File: src/otm_defs.svh
`ifndef OTM_DEFS_SVH
`define OTM_DEFS_SVH
// Behaviour
// suspend change interrupt gated by enable bit 6
// remote connect change gated by bit 5
// B-device session valid change gated by bit 4
// A-device session valid change gated by bit 3
// B-device session end change gated by bit 2
// A-device bus voltage change gated by bit 1
// plug ident change gated by bit 0
// one-shot timer read 6A, written EA
// start bit one loads value, starts counting
// start bit zero halts one-shot timer
// expiry clears one-shot start bit by itself
// 24-bit load value, 0.01 ms per count
// stopwatch read 6C, written EC
// stopwatch start counts upward from zero
// stopwatch stops and clears at all ones; the code stops it and holds the count at all ones
// stopwatch start bit zero stops counting
// enabled flag stops stopwatch, freezes time
// stopwatch read returns current time 23:0
// bits 30:24 reserved, fields reset zero
// one-shot expiry interrupt gated by bit 10
// flags set on change, write one clears
// interrupt while any flag and enable set
// 0.01 ms tick; expiry after programmed ticks

// ************************************************************
// command codes
// ************************************************************
`define OTM_CMD_FLAGS_RD 8'h68
`define OTM_CMD_FLAGS_WR 8'hE8
`define OTM_CMD_IRQEN_RD 8'h69
`define OTM_CMD_IRQEN_WR 8'hE9
`define OTM_CMD_ONESHOT_RD 8'h6A
`define OTM_CMD_ONESHOT_WR 8'hEA
`define OTM_CMD_STOPWATCH_RD 8'h6C
`define OTM_CMD_STOPWATCH_WR 8'hEC

// ************************************************************
// fields and reset values
// ************************************************************
`define OTM_RUN_BIT 31
`define OTM_VALUE_W 24
`define OTM_RSVD_W 7
`define OTM_STATUS_W 7
`define OTM_TIMER_FLAG_BIT 10
`define OTM_EVENT_MASK 16'h047F
`define OTM_REG_RESET 32'h0000_0000
`define OTM_IRQ_RESET 16'h0000

// ************************************************************
// timing
// ************************************************************
`define OTM_CLK_PERIOD_NS 40
`define OTM_TICK_PERIOD_NS 10000
`define OTM_TICK_CYCLES (`OTM_TICK_PERIOD_NS / `OTM_CLK_PERIOD_NS)
`define OTM_TICK_CNT_W 8
`endif

File: src/otm_pkg.sv
package otm_pkg;
   typedef logic [7:0] otm_cmd_type;
   typedef logic [15:0] otm_irq_vec_type;
   typedef logic [31:0] otm_word_type;
endpackage

File: src/otm_timers.sv
`timescale 1ns/10ps
`include "otm_defs.svh"

module otm_timers
   import otm_pkg::*;
#(
   parameter int COUNT_W = `OTM_VALUE_W
) (
   input wire logic clk, // 25 MHz system clock
   input wire logic rstn, // asynchronous reset, active low
   input wire logic cmd_valid, // one-cycle command strobe
   input wire otm_cmd_type cmd_code, // command code, bit 7 set for writes
   input wire otm_word_type cmd_wdata, // write data for write codes
   output otm_word_type rd_data, // read answer, held until next read
   output logic rd_valid, // one-cycle pulse with read answer
   input wire logic suspend_status, // bus suspend state
   input wire logic remote_connect_status, // remote connection state
   input wire logic bdev_session_valid, // B-device session valid
   input wire logic adev_session_valid, // A-device session valid
   input wire logic bdev_session_end, // B-device session end
   input wire logic adev_bus_voltage_valid, // A-device bus voltage valid
   input wire logic plug_ident_status, // plug identification
   output logic otg_irq // interrupt request, active high
);

   // ************************************************************
   // elaboration checks
   // ************************************************************
   if (COUNT_W < 2 || COUNT_W > `OTM_VALUE_W) begin : g_bad_width
      $error("otm_timers: COUNT_W must lie in 2..24");
   end

   localparam logic [`OTM_TICK_CNT_W-1:0] TICK_LAST =
      `OTM_TICK_CNT_W'(`OTM_TICK_CYCLES - 1);
   localparam logic [COUNT_W-1:0] COUNT_ONE = COUNT_W'(1);
   localparam logic [COUNT_W-1:0] COUNT_ALL = {COUNT_W{1'b1}};
   localparam logic [`OTM_RSVD_W-1:0] RSVD_ZERO = `OTM_RSVD_W'(0);

   // ************************************************************
   // command decode
   // ************************************************************
   logic wr_flags;
   logic wr_irq_en;
   logic wr_oneshot;
   logic wr_stopwatch;
   logic rd_cmd;
   logic wr_run;

   assign wr_flags = cmd_valid && (cmd_code == `OTM_CMD_FLAGS_WR);
   assign wr_irq_en = cmd_valid && (cmd_code == `OTM_CMD_IRQEN_WR);
   assign wr_oneshot = cmd_valid && (cmd_code == `OTM_CMD_ONESHOT_WR);
   assign wr_stopwatch = cmd_valid && (cmd_code == `OTM_CMD_STOPWATCH_WR);
   assign rd_cmd = cmd_valid && !cmd_code[7];
   assign wr_run = cmd_wdata[`OTM_RUN_BIT];

   // ************************************************************
   // registers
   // ************************************************************
   otm_irq_vec_type irq_en;
   otm_irq_vec_type flags;
   logic [`OTM_STATUS_W-1:0] status_prev;
   logic primed;
   logic [`OTM_TICK_CNT_W-1:0] tick_cnt;
   logic tick;
   logic os_run;
   logic [COUNT_W-1:0] os_load;
   logic [COUNT_W-1:0] os_count;
   logic os_expire;
   logic sw_run;
   logic [COUNT_W-1:0] sw_count;
   logic pending;

   // ************************************************************
   // tick prescaler
   // ************************************************************
   // free running, so the first tick after a start lands 1..250 cycles later
   always_ff @(posedge clk or negedge rstn) begin
      if (!rstn) begin
         tick_cnt <= '0;
         tick <= 1'b0;
      end else if (tick_cnt == TICK_LAST) begin
         tick_cnt <= '0;
         tick <= 1'b1;
      end else begin
         tick_cnt <= tick_cnt + `OTM_TICK_CNT_W'(1);
         tick <= 1'b0;
      end
   end

   // ************************************************************
   // interrupt enables
   // ************************************************************
   always_ff @(posedge clk or negedge rstn) begin
      if (!rstn) begin
         irq_en <= `OTM_IRQ_RESET;
      end else if (wr_irq_en) begin
         irq_en <= cmd_wdata[15:0] & `OTM_EVENT_MASK;
      end
   end

   // ************************************************************
   // status change detection and event flags
   // ************************************************************
   logic [`OTM_STATUS_W-1:0] status_now;
   logic [`OTM_STATUS_W-1:0] status_change;
   otm_irq_vec_type flag_set;
   otm_irq_vec_type flag_clr;
   otm_irq_vec_type next_flags;

   assign status_now = {suspend_status, remote_connect_status, bdev_session_valid,
                        adev_session_valid, bdev_session_end, adev_bus_voltage_valid,
                        plug_ident_status};

   // skip the first cycle after reset so a high status is no false change
   always_ff @(posedge clk or negedge rstn) begin
      if (!rstn) begin
         status_prev <= '0;
         primed <= 1'b0;
      end else begin
         status_prev <= status_now;
         primed <= 1'b1;
      end
   end

   always_comb begin
      flag_set = '0;
      flag_set[`OTM_STATUS_W-1:0] = primed ? (status_now ^ status_prev) : '0;
      flag_set[`OTM_TIMER_FLAG_BIT] = os_expire;
      flag_clr = wr_flags ? cmd_wdata[15:0] : '0;
      // a set in the clearing cycle wins
      next_flags = ((flags & ~flag_clr) | flag_set) & `OTM_EVENT_MASK;
   end

   assign status_change = flag_set[`OTM_STATUS_W-1:0];

   always_ff @(posedge clk or negedge rstn) begin
      if (!rstn) begin
         flags <= `OTM_IRQ_RESET;
      end else begin
         flags <= next_flags;
      end
   end

   // enables gate each flag, bits 6..0 and the timer bit 10
   assign pending = |(flags & irq_en);

   always_ff @(posedge clk or negedge rstn) begin
      if (!rstn) begin
         otg_irq <= 1'b0;
      end else begin
         otg_irq <= pending;
      end
   end

   // ************************************************************
   // one-shot timer
   // ************************************************************
   // values 0 and 1 both expire on the first tick
   assign os_expire = os_run && tick && !wr_oneshot && (os_count <= COUNT_ONE);

   always_ff @(posedge clk or negedge rstn) begin
      if (!rstn) begin
         os_run <= 1'b0;
         os_load <= '0;
         os_count <= '0;
      end else if (wr_oneshot) begin
         os_load <= cmd_wdata[COUNT_W-1:0];
         os_run <= wr_run;
         if (wr_run) begin
            os_count <= cmd_wdata[COUNT_W-1:0];
         end
      end else if (os_expire) begin
         os_run <= 1'b0;
         os_count <= '0;
      end else if (os_run && tick) begin
         os_count <= os_count - COUNT_ONE;
      end
   end

   // ************************************************************
   // stopwatch
   // ************************************************************
   // an enabled flag freezes the count, which then is the current time
   always_ff @(posedge clk or negedge rstn) begin
      if (!rstn) begin
         sw_run <= 1'b0;
         sw_count <= '0;
      end else if (wr_stopwatch) begin
         sw_run <= wr_run;
         if (wr_run) begin
            sw_count <= '0;
         end
      end else if (sw_run && pending) begin
         sw_run <= 1'b0;
      end else if (sw_run && sw_count == COUNT_ALL) begin
         sw_run <= 1'b0;
      end else if (sw_run && tick) begin
         sw_count <= sw_count + COUNT_ONE;
      end
   end

   // ************************************************************
   // read answers
   // ************************************************************
   otm_word_type next_rd_data;

   always_comb begin
      unique case (cmd_code)
         `OTM_CMD_FLAGS_RD: next_rd_data = {16'h0000, flags};
         `OTM_CMD_IRQEN_RD: next_rd_data = {16'h0000, irq_en};
         `OTM_CMD_ONESHOT_RD: begin
            next_rd_data = {os_run, RSVD_ZERO, `OTM_VALUE_W'(os_load)};
         end
         `OTM_CMD_STOPWATCH_RD: begin
            next_rd_data = {sw_run, RSVD_ZERO, `OTM_VALUE_W'(sw_count)};
         end
         default: next_rd_data = `OTM_REG_RESET;
      endcase
   end

   always_ff @(posedge clk or negedge rstn) begin
      if (!rstn) begin
         rd_data <= `OTM_REG_RESET;
         rd_valid <= 1'b0;
      end else begin
         rd_valid <= rd_cmd;
         if (rd_cmd) begin
            rd_data <= next_rd_data;
         end
      end
   end

   // ************************************************************
   // assertions
   // ************************************************************
   a_irq_gate: assert property (
      @(posedge clk) disable iff (!rstn)
      otg_irq == |($past(flags) & $past(irq_en)))
      else $error("interrupt does not follow enabled flags");

   a_os_start: assert property (
      @(posedge clk) disable iff (!rstn)
      (wr_oneshot && wr_run) |=> os_run && os_count == $past(cmd_wdata[COUNT_W-1:0]))
      else $error("one-shot did not load and start");

   a_os_stop: assert property (
      @(posedge clk) disable iff (!rstn)
      (wr_oneshot && !wr_run) |=> !os_run)
      else $error("one-shot did not halt");

   a_os_expiry: assert property (
      @(posedge clk) disable iff (!rstn)
      (os_run && tick && !wr_oneshot && os_count <= COUNT_ONE)
         |=> !os_run && flags[`OTM_TIMER_FLAG_BIT])
      else $error("one-shot expiry not handled");

   a_os_countdown: assert property (
      @(posedge clk) disable iff (!rstn)
      (os_run && tick && !wr_oneshot && os_count > COUNT_ONE)
         |=> os_run && os_count == $past(os_count) - COUNT_ONE)
      else $error("one-shot did not count down on tick");

   a_tick_space: assert property (
      @(posedge clk) disable iff (!rstn)
      tick |=> !tick [*8])
      else $error("ticks too close together");

   a_sw_start: assert property (
      @(posedge clk) disable iff (!rstn)
      (wr_stopwatch && wr_run) |=> sw_run && sw_count == '0)
      else $error("stopwatch did not start from zero");

   a_sw_full: assert property (
      @(posedge clk) disable iff (!rstn)
      (sw_run && sw_count == COUNT_ALL && !wr_stopwatch) |=> !sw_run)
      else $error("stopwatch ran past all ones");

   a_sw_stop: assert property (
      @(posedge clk) disable iff (!rstn)
      (wr_stopwatch && !wr_run) |=> !sw_run && $stable(sw_count))
      else $error("stopwatch did not stop");

   a_sw_freeze: assert property (
      @(posedge clk) disable iff (!rstn)
      (sw_run && pending && !wr_stopwatch) |=> !sw_run && $stable(sw_count))
      else $error("enabled event did not freeze stopwatch");

   a_flag_hold: assert property (
      @(posedge clk) disable iff (!rstn)
      !wr_flags |=> (flags & $past(flags)) == $past(flags))
      else $error("flag fell without a clearing write");

   a_rd_time: assert property (
      @(posedge clk) disable iff (!rstn)
      (cmd_valid && cmd_code == `OTM_CMD_STOPWATCH_RD)
         |=> rd_valid && rd_data[COUNT_W-1:0] == $past(sw_count)
             && rd_data[30:24] == RSVD_ZERO)
      else $error("stopwatch read returned wrong time");

   a_change_flag: assert property (
      @(posedge clk) disable iff (!rstn)
      (|status_change)
         |=> (flags[`OTM_STATUS_W-1:0] & $past(status_change)) == $past(status_change))
      else $error("status change did not raise its flag");

   a_flag_clear: assert property (
      @(posedge clk) disable iff (!rstn)
      (wr_flags && (flag_set & cmd_wdata[15:0]) == '0)
         |=> (flags & $past(cmd_wdata[15:0])) == '0)
      else $error("written one did not clear its flag");

   a_en_write: assert property (
      @(posedge clk) disable iff (!rstn)
      wr_irq_en |=> irq_en == ($past(cmd_wdata[15:0]) & `OTM_EVENT_MASK))
      else $error("enable write not stored");

   a_rd_pulse: assert property (
      @(posedge clk) disable iff (!rstn)
      rd_valid == $past(rd_cmd))
      else $error("read answer pulse misplaced");

   a_os_read: assert property (
      @(posedge clk) disable iff (!rstn)
      (cmd_valid && cmd_code == `OTM_CMD_ONESHOT_RD)
         |=> rd_data[`OTM_RUN_BIT] == $past(os_run) && rd_data[30:24] == RSVD_ZERO
             && rd_data[COUNT_W-1:0] == $past(os_load))
      else $error("one-shot read returned wrong word");

   a_os_idle: assert property (
      @(posedge clk) disable iff (!rstn)
      (!os_run && !wr_oneshot) |=> !os_run)
      else $error("halted one-shot restarted by itself");

   a_sw_idle: assert property (
      @(posedge clk) disable iff (!rstn)
      (!sw_run && !wr_stopwatch) |=> !sw_run && $stable(sw_count))
      else $error("stopped stopwatch moved");

   a_sw_count: assert property (
      @(posedge clk) disable iff (!rstn)
      (sw_run && tick && !pending && !wr_stopwatch && sw_count != COUNT_ALL)
         |=> sw_run && sw_count == $past(sw_count) + COUNT_ONE)
      else $error("stopwatch did not count up on tick");

   a_tick_period: assert property (
      @(posedge clk) disable iff (!rstn)
      (tick_cnt == TICK_LAST) |=> tick && tick_cnt == '0)
      else $error("tick not raised at end of period");

endmodule // otm_timers

File: config.mk
export PLATFORM = sky130hd
export DESIGN_NAME = otm_timers
export DESIGN_NICKNAME = d
export VERILOG_FILES = /design/src/otm_pkg.sv /design/src/otm_timers.sv
export VERILOG_INCLUDE_DIRS = /design/src /design/src/src
export SDC_FILE = /design/constraint.sdc
export NUM_CORES = 1
export LEC_CHECK = 0
export BUFFER_PORTS_ARGS = -buffer_cell sky130_fd_sc_hd__buf_4
export CAP_MARGIN = 30
export CELL_PAD_IN_SITES_DETAIL_PLACEMENT = 1
export CELL_PAD_IN_SITES_GLOBAL_PLACEMENT = 1
export CORE_MARGIN = 10
export CORE_UTILIZATION = 48
export CTS_CLUSTER_SIZE = 28
export DETAILED_ROUTE_END_ITERATION = 16
export PLACE_DENSITY_LB_ADDON = 0.1
export RECOVER_POWER = 50
export SYNTH_ARGS = -nofsm -noshare
export SYNTH_HDL_FRONTEND = slang
export SYNTH_SLANG_ARGS = --single-unit
File: constraint.sdc
create_clock -name clk -period 5.2 [get_ports clk]
set_clock_uncertainty 0.15 [all_clocks]
set_input_delay 0.52 -clock clk [delete_from_list [all_inputs] [get_ports clk]]
set_output_delay 0.52 -clock clk [all_outputs]
set_load 0.05 [all_outputs]
==> flow_summary.json <==
{
  "root_buffer": "clkbuf_16",
  "timing.critical_path.buf_inv": 4,
  "fin_crit_ns": 3.41,
  "finalSetupViolations": 0,
  "synthTopCellsByCount": "nand2_1 (137), dfrtp_1 (134), o21ai_0 (54), a22o_1 (31), nor2_1 (27)",
  "yosysMostFrequentCell": "nand2_1",
  "synthesis.area_sq_mm": 0.00656,
  "synth_edf_count": 0,
  "slew_headroom_pct": -74.9,
  "first_iter_violations": 477,
  "max_freq_mhz": 293,
  "gp_congestion": 0.884,
  "cap_violations": 2,
  "ir_worst_vdd_uv": 243,
  "grt_overflow_total": 0,
  "crit_slowest_cell": "clkbuf_2",
  "placedCellCount": 900,
  "fill_cells": 1506,
  "status": "finished, violations left",
  "wl_per_cell_um": 21.6,
  "synthCells": 674,
  "crit_type": "primary input to asynchronous set/reset pin",
  "r2r-start": "os_count[6]",
  "cp_top_family": "buffers and inverters",
  "synth-seq-area-share_pct": 51.1,
  "firstDrtPassIters": 5,
  "cp-end-kind": "asynchronous set/reset pin",
  "crit_path_start_kind": "primary input",
  "maxSlewViolCount": 114,
  "cp-endpoint": "sw_count[16]",
  "die_area_sq_mm": 0.0187,
  "ys_warn_count": 0,
  "grt_pass1_wl_um": 32700,
  "startpoint": "rstn",
  "nets": 800,
  "postLayoutCoreUtil_pct": 58.9,
  "grt_pass1_vias": 6121,
  "p_per_area_mw_per_mm2": 331,
  "critPathMaxStageDelay_ns": 1.30,
  "grt_antenna_before_repair": 0,
  "final_layout_size_suffix_gt1_share_pct": 16.8,
  "r2r_cells": 6,
  "reg2reg_to": "os_count[19]",
  "cp.arrival_ns": 3.53,
  "reg2reg_setup_slack_ns": 2.14,
  "cp_max_fo": 62,
  "numCtsBuffers": 17,
  "start_util_pct": 49.3,
  "grt_usage_pct": 22.3,
  "post-route-period-util_pct": 65.6,
  "worstMarginPinSlew_ns": 2.62,
  "clk_pin_slew_ns": 0.06,
  "routed_wl_um": 20200,
  "drc": 0,
  "vias": 5718,
  "synthTopCellsByArea": "dfrtp_1 (51%), nand2_1 (7.8%), a22o_1 (4.1%)",
  "cts_tree": "yes",
  "coreArea_sq_mm": 0.0133,
  "avgSynthCellArea_sq_um": 9.73,
  "fp.dieW_um": 137,
  "synth_top_area_share_pct": 51.1,
  "antenna_cells": 0,
  "hold_viol": 0,
  "area.growth.synth_to_final_pct": 19.4,
  "postSynth.asyncResetShare_pct": 100,
  "path_depth": 4,
  "synth-seq-cells": 134,
  "synth.distinct_cells": 63,
  "design.portCount": 84,
  "rows": 42,
  "grt_max_degree": 63,
  "cts_setup_buffers": 0,
  "viasPerCell": 6.12,
  "min_path_type": "primary input to register",
  "clock_sinks": 134,
  "hpwl_um": 14400,
  "violations": "max-capacitance violations, max-slew violations",
  "fin_tns_setup_ns": 0,
  "clkLatencyLatePin_ns": 0.44,
  "io_buffer_count": 69,
  "synth.largest_area_cell": "dfrtp_1",
  "synth-main-ff-cell": "dfrtp_1",
  "rsz0062_at_grt": "no",
  "ant_nets": 0,
  "clockBufferDepth": 2,
  "power_leakage_nw": 3.43,
  "htreeDepth": 4,
  "final_cells": 934,
  "hp-start": "plug_ident_status",
  "die_height_um": 137,
  "required_ns": 5.31,
  "path_cells": "dlygate4sd3_1, clkbuf_4, clkbuf_1, clkbuf_2"
}
==> flip-flops by register name, summed over array words and instances, names as in the netlist <==
register / cells
sw_count: 24
rd_data: 25
rd_valid: 1
flags: 8
otg_irq: 1
sw_run: 1
os_run: 1
primed: 1
os_count: 24
tick_cnt: 8
tick: 1
status_prev: 7
os_load: 24
irq_en: 8
==> power by group <==
| part | total (mW) | leakage (nW) | internal (mW) | switching (mW) |
|---|---|---|---|---|
| sequential | 1.12 | 1.72 | 1.08 | 0.0410 |
| combinational | 0.178 | 1.40 | 0.0622 | 0.116 |
| clock | 1.30 | 0.304 | 0.805 | 0.493 |
==> cells in the final DEF, fill, tap and decap left out, types with 19 or more instances in the layout <==
cell type and count:
dfrtp_1 134, o21ai_0 54, nor2_1 27, buf_4 63, a22oi_1 24, a22o_1 31, nand3_1 19, nand2_1 137
a21oi_1 20
==> worst reg2reg max path: stages, from the launching register on <==
cell and delay, ns:
dfrtp_1 0.43, nor4_2 0.71, nand3_1 0.27, o31ai_4 0.58, buf_4 0.40, o21ai_1 0.14, a22o_1 0.27
==> cell type report <==
type	count	area (sq um)	share of cell area [%]
Tap cell	176	220	2.81
Multi-Input combinational cell	496	2990	38.2
Timing Repair Buffer	84	592	7.56
Clock inverter	15	203	2.59
Inverter	12	45.0	0.575
Clock buffer	17	425	5.43
Sequential cell	134	3350	42.8
==> metrics by stage <==
| stage | power, mW | area, sq um | hold slack, ns | setup slack (ns) |
|---|---|---|---|---|
| floorplan | 1.23 | 6580 | 0.0744 | 2.83 |
| global placement | 1.31 | 7200 | 0.311 | 2.26 |
| detailed placement | 1.32 | 7250 | 0.320 | 2.20 |
| CTS | 2.61 | 7890 | 0.0488 | 2.16 |
| global route | 2.68 | 7830 | 0.0636 | 1.27 |
| finish | 2.59 | 7830 | 0.0686 | 1.79 |
==> timing repair <==
action                                 4_1_cts  5_1_grt
endpoints found under the hold margin       22        0
resized for setup                            0        0
setup endpoints to repair                    0        0
hold buffers                                 1        0
==> per-layer routing <==
metal | up-vias | GRT usage (%) | routed length, um | part of all wire [%]
li1 | 2611 | - | - | -
met1 | 2943 | 27.3 | 8810 | 44
met2 | 136 | 38.2 | 10200 | 50
met3 | 28 | 4.91 | 919 | 4.6
met4 | 0 | 7.44 | 305 | 1.5
met5 | - | 0 | 0 | 0
==> worst min-delay path by stage <==
stage / end / slack, ns / cells after the start
2_1_floorplan: flags[0] / 0.07 / 0
3_3_place_gp: os_load[3] / 0.31 / 2
3_5_place_dp: os_load[3] / 0.32 / 2
4_1_cts: status_prev[3] / 0.05 / 1
5_1_grt: status_prev[3] / 0.06 / 1
6_report: status_prev[0] / 0.07 / 1
==> kinds of logic (layout without fill, tap and decap cells) <==
logic type	after synthesis	in the layout	share of synthesized area (%)
DFF	134	134	51.1
xor gates and xnor gates	10	10	1.34
and+or+nand+nor	268	268	20.3
adders and majority gates	6	6	1.11
other	2	8	0.115
AOI/OAI and AO/OA	188	188	19.8
buffers and inverters	50	128	3.66
muxes	16	16	2.60
No activity file was read; power rests on OpenSTA's default activity.
